==> src/hbp_pkg.sv <==
package hbp_pkg;
	localparam int          DATA_W        = 8;
	localparam int          WORD_W        = 16;
	localparam logic        SEL_STATUS    = 1'b1;
	localparam logic        SEL_HIGH_BYTE = 1'b1;
	localparam int          HI_MSB        = 15;
	localparam int          HI_LSB        = 8;
	localparam int          LO_MSB        = 7;
	localparam int          LO_LSB        = 0;
	localparam logic [15:0] RX_RESET      = 16'h0000;
	localparam logic [15:0] TX_RESET      = 16'h0000;
	localparam logic [1:0]  BUF_DEPTH     = 2'h2;
endpackage

==> src/hbp_buf2.sv <==
`timescale 1ns/1ps
// two-entry buffer, registered storage
module hbp_buf2 #(
	parameter int WIDTH = 16
) (
	input  wire logic             clk,
	input  wire logic             rst,
	input  wire logic             ce,
	input  wire logic             in_valid,
	output logic                  in_ready,
	input  wire logic [WIDTH-1:0] in_data,
	output logic                  out_valid,
	input  wire logic             out_ready,
	output logic      [WIDTH-1:0] out_data
);
	logic [WIDTH-1:0] mem_reg [2];
	logic [WIDTH-1:0] mem_next [2];
	logic             rd_ptr_reg;
	logic             rd_ptr_next;
	logic             wr_ptr_reg;
	logic             wr_ptr_next;
	logic [1:0]       count_reg;
	logic [1:0]       count_next;
	logic             push;
	logic             pop;

	if (WIDTH < 1)
	begin
		$error("width must be positive");
	end

	assign in_ready  = (count_reg != hbp_pkg::BUF_DEPTH);
	assign out_valid = (count_reg != 2'h0);
	assign out_data  = mem_reg[rd_ptr_reg];

	always_comb
	begin
		push        = in_valid && in_ready;
		pop         = out_valid && out_ready;
		mem_next    = mem_reg;
		wr_ptr_next = wr_ptr_reg;
		rd_ptr_next = rd_ptr_reg;
		count_next  = count_reg;
		if (push)
		begin
			mem_next[wr_ptr_reg] = in_data;
			wr_ptr_next          = ~wr_ptr_reg;
		end
		if (pop)
			rd_ptr_next = ~rd_ptr_reg;
		if (push && !pop)
			count_next = count_reg + 2'h1;
		else if (pop && !push)
			count_next = count_reg - 2'h1;
	end

	always_ff @(posedge clk or posedge rst)
	begin
		if (rst)
		begin
			mem_reg[0] <= '0;
			mem_reg[1] <= '0;
			rd_ptr_reg <= 1'b0;
			wr_ptr_reg <= 1'b0;
			count_reg  <= 2'h0;
		end
		else if (ce)
		begin
			mem_reg    <= mem_next;
			rd_ptr_reg <= rd_ptr_next;
			wr_ptr_reg <= wr_ptr_next;
			count_reg  <= count_next;
		end
	end
endmodule

==> src/hbp_host_byte_port.sv <==
`timescale 1ns/1ps
module hbp_host_byte_port #(
	parameter int DATA_W = hbp_pkg::DATA_W,
	parameter int WORD_W = hbp_pkg::WORD_W
) (
	input  wire logic              clk,
	input  wire logic              rst,
	input  wire logic              ce,
	input  wire logic              reg_select_addr,
	input  wire logic              byte_half_select,
	input  wire logic              port_chip_select_n,
	input  wire logic              port_read_strobe_n,
	input  wire logic              port_write_strobe_n,
	input  wire logic [DATA_W-1:0] port_data_bus_in,
	output logic      [DATA_W-1:0] port_data_bus_out,
	output logic                   port_data_bus_oe,
	output logic                   port_read_enable_out,
	output logic                   port_write_enable_out,
	input  wire logic [WORD_W-1:0] port_status_word,
	input  wire logic              tx_valid,
	output logic                   tx_ready,
	input  wire logic [WORD_W-1:0] tx_data,
	output logic                   rx_valid,
	input  wire logic              rx_ready,
	output logic      [WORD_W-1:0] rx_data
);
	typedef enum logic [1:0] {
		HBP_IDLE  = 2'b00,
		HBP_READ  = 2'b01,
		HBP_WRITE = 2'b11,
		HBP_DONE  = 2'b10
	} hbp_state_e;

	// byte lanes are cut by the fixed slices of the package
	if (DATA_W != hbp_pkg::DATA_W || WORD_W != hbp_pkg::WORD_W)
	begin
		$error("host port widths must match the byte lanes");
	end

	// two-flop synchronisers for the host pins
	localparam int PIN_CS   = 12;
	localparam int PIN_RD   = 11;
	localparam int PIN_WR   = 10;
	localparam int PIN_SEL  = 9;
	localparam int PIN_HALF = 8;
	logic [12:0] sync1_reg;
	logic [12:0] sync2_reg;
	logic [12:0] pins;
	always_ff @(posedge clk or posedge rst)
	begin
		if (rst)
		begin
			sync1_reg <= 13'h1_c00;
			sync2_reg <= 13'h1_c00;
		end
		else if (ce)
		begin
			sync1_reg <= pins;
			sync2_reg <= sync1_reg;
		end
	end
	assign pins = {port_chip_select_n, port_read_strobe_n, port_write_strobe_n,
		reg_select_addr, byte_half_select, port_data_bus_in};

	logic       cs_s;
	logic       rd_s;
	logic       wr_s;
	logic       sel_s;
	logic       half_s;
	logic [7:0] din_s;
	logic       read_req;
	logic       write_req;
	assign cs_s      = ~sync2_reg[PIN_CS];
	assign rd_s      = ~sync2_reg[PIN_RD];
	assign wr_s      = ~sync2_reg[PIN_WR];
	assign sel_s     = sync2_reg[PIN_SEL];
	assign half_s    = sync2_reg[PIN_HALF];
	assign din_s     = sync2_reg[7:0];
	assign read_req  = cs_s && rd_s && !wr_s;
	assign write_req = cs_s && wr_s && !rd_s;

	hbp_state_e  state_reg;
	hbp_state_e  state_next;
	logic [15:0] tx_word_reg;
	logic [15:0] tx_word_next;
	logic        tx_full_reg;
	logic        tx_full_next;
	logic [15:0] rx_word_reg;
	logic [15:0] rx_word_next;
	logic        rx_push;
	logic        rx_buf_ready;
	logic [7:0]  dout_reg;
	logic [7:0]  dout_next;
	logic        oe_reg;
	logic        oe_next;

	always_comb
	begin
		state_next   = state_reg;
		tx_word_next = tx_word_reg;
		tx_full_next = tx_full_reg;
		rx_word_next = rx_word_reg;
		rx_push      = 1'b0;
		dout_next    = dout_reg;
		oe_next      = 1'b0;
		tx_ready     = !tx_full_reg;
		case (state_reg)
			HBP_IDLE:
			begin
				if (read_req)
				begin
					state_next = HBP_READ;
					oe_next    = 1'b1;
					// status word is taken once, as the read starts
					if (sel_s == hbp_pkg::SEL_STATUS)
						dout_next = (half_s == hbp_pkg::SEL_HIGH_BYTE)
							? port_status_word[hbp_pkg::HI_MSB:hbp_pkg::HI_LSB]
							: port_status_word[hbp_pkg::LO_MSB:hbp_pkg::LO_LSB];
					else
						dout_next = (half_s == hbp_pkg::SEL_HIGH_BYTE)
							? tx_word_reg[hbp_pkg::HI_MSB:hbp_pkg::HI_LSB]
							: tx_word_reg[hbp_pkg::LO_MSB:hbp_pkg::LO_LSB];
				end
				else if (write_req && rx_buf_ready)
					state_next = HBP_WRITE;
			end
			HBP_READ:
			begin
				oe_next = cs_s && rd_s;
				if (!(cs_s && rd_s))
				begin
					state_next = HBP_IDLE;
					// high byte read ends a transmit word
					if (sel_s != hbp_pkg::SEL_STATUS && half_s == hbp_pkg::SEL_HIGH_BYTE)
						tx_full_next = 1'b0;
				end
			end
			HBP_WRITE:
			begin
				// latch data at the strobe's rising edge
				// the host keeps data on the bus four clocks past it
				if (!(cs_s && wr_s))
				begin
					state_next = HBP_IDLE;
					if (sel_s != hbp_pkg::SEL_STATUS)
					begin
						if (half_s == hbp_pkg::SEL_HIGH_BYTE)
						begin
							rx_word_next[hbp_pkg::HI_MSB:hbp_pkg::HI_LSB] = din_s;
							state_next = HBP_DONE;
						end
						else
							rx_word_next[hbp_pkg::LO_MSB:hbp_pkg::LO_LSB] = din_s;
					end
				end
				else
					rx_word_next[hbp_pkg::HI_MSB:hbp_pkg::HI_LSB] =
						rx_word_reg[hbp_pkg::HI_MSB:hbp_pkg::HI_LSB];
			end
			HBP_DONE:
			begin
				rx_push    = 1'b1;
				state_next = HBP_IDLE;
			end
			default:
				state_next = HBP_IDLE;
		endcase
		// load after the case so a new word beats the read-end clear
		if (tx_valid && !tx_full_reg)
		begin
			tx_word_next = tx_data;
			tx_full_next = 1'b1;
		end
	end

	always_ff @(posedge clk or posedge rst)
	begin
		if (rst)
		begin
			state_reg   <= HBP_IDLE;
			tx_word_reg <= hbp_pkg::TX_RESET;
			tx_full_reg <= 1'b0;
			rx_word_reg <= hbp_pkg::RX_RESET;
			dout_reg    <= 8'h00;
			oe_reg      <= 1'b0;
		end
		else if (ce)
		begin
			state_reg   <= state_next;
			tx_word_reg <= tx_word_next;
			tx_full_reg <= tx_full_next;
			rx_word_reg <= rx_word_next;
			dout_reg    <= dout_next;
			oe_reg      <= oe_next;
		end
	end

	assign port_data_bus_out     = dout_reg;
	assign port_data_bus_oe      = oe_reg;
	assign port_read_enable_out  = tx_full_reg;
	// no write is taken while a word is being pushed
	assign port_write_enable_out = rx_buf_ready && (state_reg != HBP_DONE);

	hbp_buf2 #(
		.WIDTH (hbp_pkg::WORD_W)
	) u_rx_buf (
		.clk       (clk),
		.rst       (rst),
		.ce        (ce),
		.in_valid  (rx_push),
		.in_ready  (rx_buf_ready),
		.in_data   (rx_word_reg),
		.out_valid (rx_valid),
		.out_ready (rx_ready),
		.out_data  (rx_data)
	);
endmodule

==> config.mk <==
export PLATFORM = sky130hd
export DESIGN_NAME = hbp_host_byte_port
export DESIGN_NICKNAME = d
export VERILOG_FILES = /design/src/hbp_pkg.sv /design/src/hbp_buf2.sv /design/src/hbp_host_byte_port.sv
export SDC_FILE = /design/constraint.sdc
export NUM_CORES = 1
export LEC_CHECK = 0
export BUFFER_PORTS_ARGS = -buffer_cell sky130_fd_sc_hd__buf_4
export CAP_MARGIN = 20
export CORE_AREA = 2 2 91 93
export CTS_CLUSTER_SIZE = 25
export DETAILED_ROUTE_END_ITERATION = 8
export DIE_AREA = 0 0 93 95
export PLACE_DENSITY = 0.83
export SYNTH_ARGS = -nofsm -noshare
export SYNTH_HDL_FRONTEND = slang
export SYNTH_SLANG_ARGS = --single-unit
==> constraint.sdc <==
create_clock -name clk -period 4.9 [get_ports clk]
set_input_delay 0.735 -clock clk [delete_from_list [all_inputs] [get_ports clk]]
set_output_delay 0.735 -clock clk [all_outputs]
set_load 0.02 [all_outputs]
==> impl_metrics.tcl <==
set metrics [dict create \
    status "finished, final reports clean" \
    critPathLaunchType "flip-flop" \
    critical_path_required_ns 4.16 \
    cts_tree "built" \
    hp-start "u_rx_buf.count_reg[1]$_DFFE_PP0P_" \
    grt_pass1_wl_mm 13.41 \
    ctsResizeCount 0 \
    cts_made_buffers 9 \
    dp_hpwl_mm 5.478 \
    fin_tns_setup_ns 0 \
    grt_max_degree 71 \
    die_x_um 93 \
    max_freq_ghz 0.3947 \
    largest_register_ffs 32 \
    relSlewSlack_pct 45.41 \
    clkSinkCount 106 \
    startpoint "u_rx_buf.rd_ptr_reg$_DFFE_PP0P_" \
    grt_pass1_vias 2782 \
    syn-mean-instance-area_um2 15.82 \
    synth_xor_area_share_pct 0.9581 \
    cellPowerDensity_mw_per_mm2 461.2 \
    syn_area_mm2 0.004571 \
    postLayoutCoreUtil_pct 68.66 \
    synthCells 289 \
    gr-total-overflow 0 \
    synth_compound_area_share_pct 1.779 \
    ys_seq_elements 106 \
    drt-initial-drc-count 77 \
    insertedDiodeCount 0 \
    ir_drop_uv 296.1 \
    muxShareOfSynthArea_pct 32.25 \
    cp_max_fo 17 \
    die_area_mm2 0.008835 \
    boundaryPins 79 \
    fin_crit_ns 2.534 \
    synth_top_family_by_area "multiplexers" \
    synthToLayoutAreaGrowth_pct 19.08 \
    wl_per_cell_um 16.62 \
    drc_errors 0 \
    ctsHoldBuffers 0 \
    layout.nets 416 \
    die_h_um 95 \
    rsz0062_at_grt "false" \
    worst_pin_slew_ns 0.8189 \
    drt_pre_antenna_iters 6 \
    clk_latency_ns 0.36 \
    path_class "flip-flop to output port" \
    vias_per_cell 5.415 \
    cts.path.max_buffers 2 \
    cts.clk_slew.worst_paths_ns 0.10 \
    vias 2572 \
    holdCritPathClass "flip-flop to flip-flop" \
    start_util_pct 57.65 \
    htreeDepth 3 \
    place_congestion 0.7882 \
    port_buffers 78 \
    skew_ns 0.007800 \
    hold_viol 0 \
    end_kind "output port" \
    syn-num-nets 340 \
    leakage_nw 2.633 \
    antenna_found_initial 0 \
    drive_above_1_share_pct 62.43 \
    cts_setup_buffers 0 \
    worstReg2RegStart "sync2_reg[8]$_DFFE_PP0P_" \
    grt.total_usage_pct 19.86 \
    synth_seq_area_share_pct 58.20 \
    crit_arrival_ns 1.80 \
    setup_violations 0 \
    synth-simple-area-share_pct 4.353 \
    cap_violations 0 \
    coreArea_mm2 0.007928 \
    synthDistinctLibCells 37 \
    synth_fa_ha_area_share_pct 0.2737 \
    rows 33 \
    drt-total-wl_mm 7.895 \
    yosys_warnings 0 \
    finalMaxSlewViolations 0 \
    ant_nets 0 \
    cts-root-buf "clkbuf_8" \
    finalCritPeriodShare_pct 51.71 \
]
==> critical path: stages, from the launching register on <==
cell,delay [ns]
dfrtp_1,0.84
mux2_2,0.42
buf_4,0.16
==> power breakdown <==
| group | switching, mW | internal [mW] |
|---|---|---|
| combinational | 0.260 | 0.386 |
| sequential | 0.185 | 1.09 |
| clock | 0.297 | 0.292 |
==> final cells by class <==
type                    instances  area (um^2)
inverters                       5        21.27
clock buffers                   9        123.9
multi-input cells             164         1810
repair buffers                 79        593.1
fillers                       582         2485
clock inverters                 7        102.6
flip-flops and latches        106         2660
well taps                     105        131.4
==> synth_stat cells <==
cell / instances / area [um^2]
or2_2: 1 / 6.260
and2b_1: 1 / 7.510
nor3b_2: 1 / 12.51
nand2_1: 4 / 15.01
inv_1: 5 / 18.77
nand4_4: 1 / 21.27
xor2_1: 2 / 17.52
buf_4: 6 / 45.04
a32o_1: 1 / 10.01
mux2_1: 1 / 11.26
o21ai_0: 1 / 5.000
xnor2_1: 3 / 26.28
a22o_1: 1 / 8.760
nor2b_1: 2 / 12.51
ha_1: 1 / 12.51
mux2i_1: 1 / 10.01
mux4_2: 8 / 180.2
nor2_2: 1 / 6.260
a21oi_1: 1 / 5.000
clkbuf_1: 1 / 3.750
o41ai_1: 1 / 8.760
dfstp_2: 6 / 157.7
and2b_2: 1 / 8.760
and2_1: 1 / 6.260
nor4b_4: 1 / 23.77
nand4b_4: 1 / 23.77
buf_1: 2 / 7.510
o211ai_4: 1 / 21.27
a22oi_1: 1 / 7.510
nand2b_1: 2 / 12.51
dfrtp_1: 100 / 2502
nand3_1: 4 / 20.02
nor2_1: 4 / 15.01
o31ai_1: 2 / 15.01
buf_2: 5 / 25.02
mux2_2: 113 / 1272
nand3b_1: 1 / 7.510
==> logic make-up after synthesis <==
| kind of cell | count (synthesis) |
|---|---|
| AO/OA/AOI/OAI | 9 |
| flip-flops | 106 |
| buffers and inverters | 19 |
| XOR/XNOR | 5 |
| adder cells (fa/ha/maj) | 1 |
| AND/OR/NAND/NOR | 26 |
| multiplexers | 123 |
==> metal layers <==
| layer | routed length [um] | up-vias | track usage [%] |
|---|---|---|---|
| li1 | - | 1192 | - |
| met1 | 3431 | 1303 | 26.02 |
| met2 | 3877 | 69 | 32.13 |
| met3 | 477 | 8 | 5.906 |
| met4 | 109 | 0 | 6.495 |
| met5 | 0 | - | 0 |
==> stage by stage <==
stage	hold slack [ns]	area (um^2)	std cells	setup slack, ns	total power, mW
2_1_floorplan	0.4566	4571	289	1.386	1.720
3_3_place_gp	0.4729	5216	459	2.461	1.915
3_5_place_dp	0.4745	5216	459	2.419	1.947
4_1_cts	0.4925	5443	475	2.313	2.541
5_1_grt	0.5187	5443	475	2.260	2.655
6_report	0.4882	5443	475	2.366	2.510
==> worst paths after layout <==
| kind | end | slack, ns | cells past startpoint |
|---|---|---|---|
| min in group asynchronous | u_rx_buf.mem_reg[24]$_DFFE_PP0P_ | 0.52 | 2 |
| max | rx_data[0] | 2.37 | 2 |
| max in group asynchronous | sync2_reg[11]$_DFFE_PP1P_ | 3.40 | 3 |
| min | u_rx_buf.count_reg[1]$_DFFE_PP0P_ | 0.49 | 1 |
| min reg2reg | u_rx_buf.count_reg[1]$_DFFE_PP0P_ | 0.49 | 1 |
| max reg2reg | rx_word_reg[11]$_DFFE_PP0P_ | 2.92 | 3 |
==> cell usage in the layout (no fill, tap or decap), types with 2 or more instances in the layout <==
master	n
inv_1	4
nor2_1	4
xor2_1	2
mux2_2	113
buf_4	79
dfrtp_1	100
xnor2_1	3
dfstp_2	6
nand2b_1	2
bufinv_16	2
nor2b_1	2
clkbuf_8	9
mux4_2	8
o31ai_1	2
nand3_1	4
clkinvlp_4	3
nand2_1	4
No activity file was read; power rests on OpenSTA's default activity.
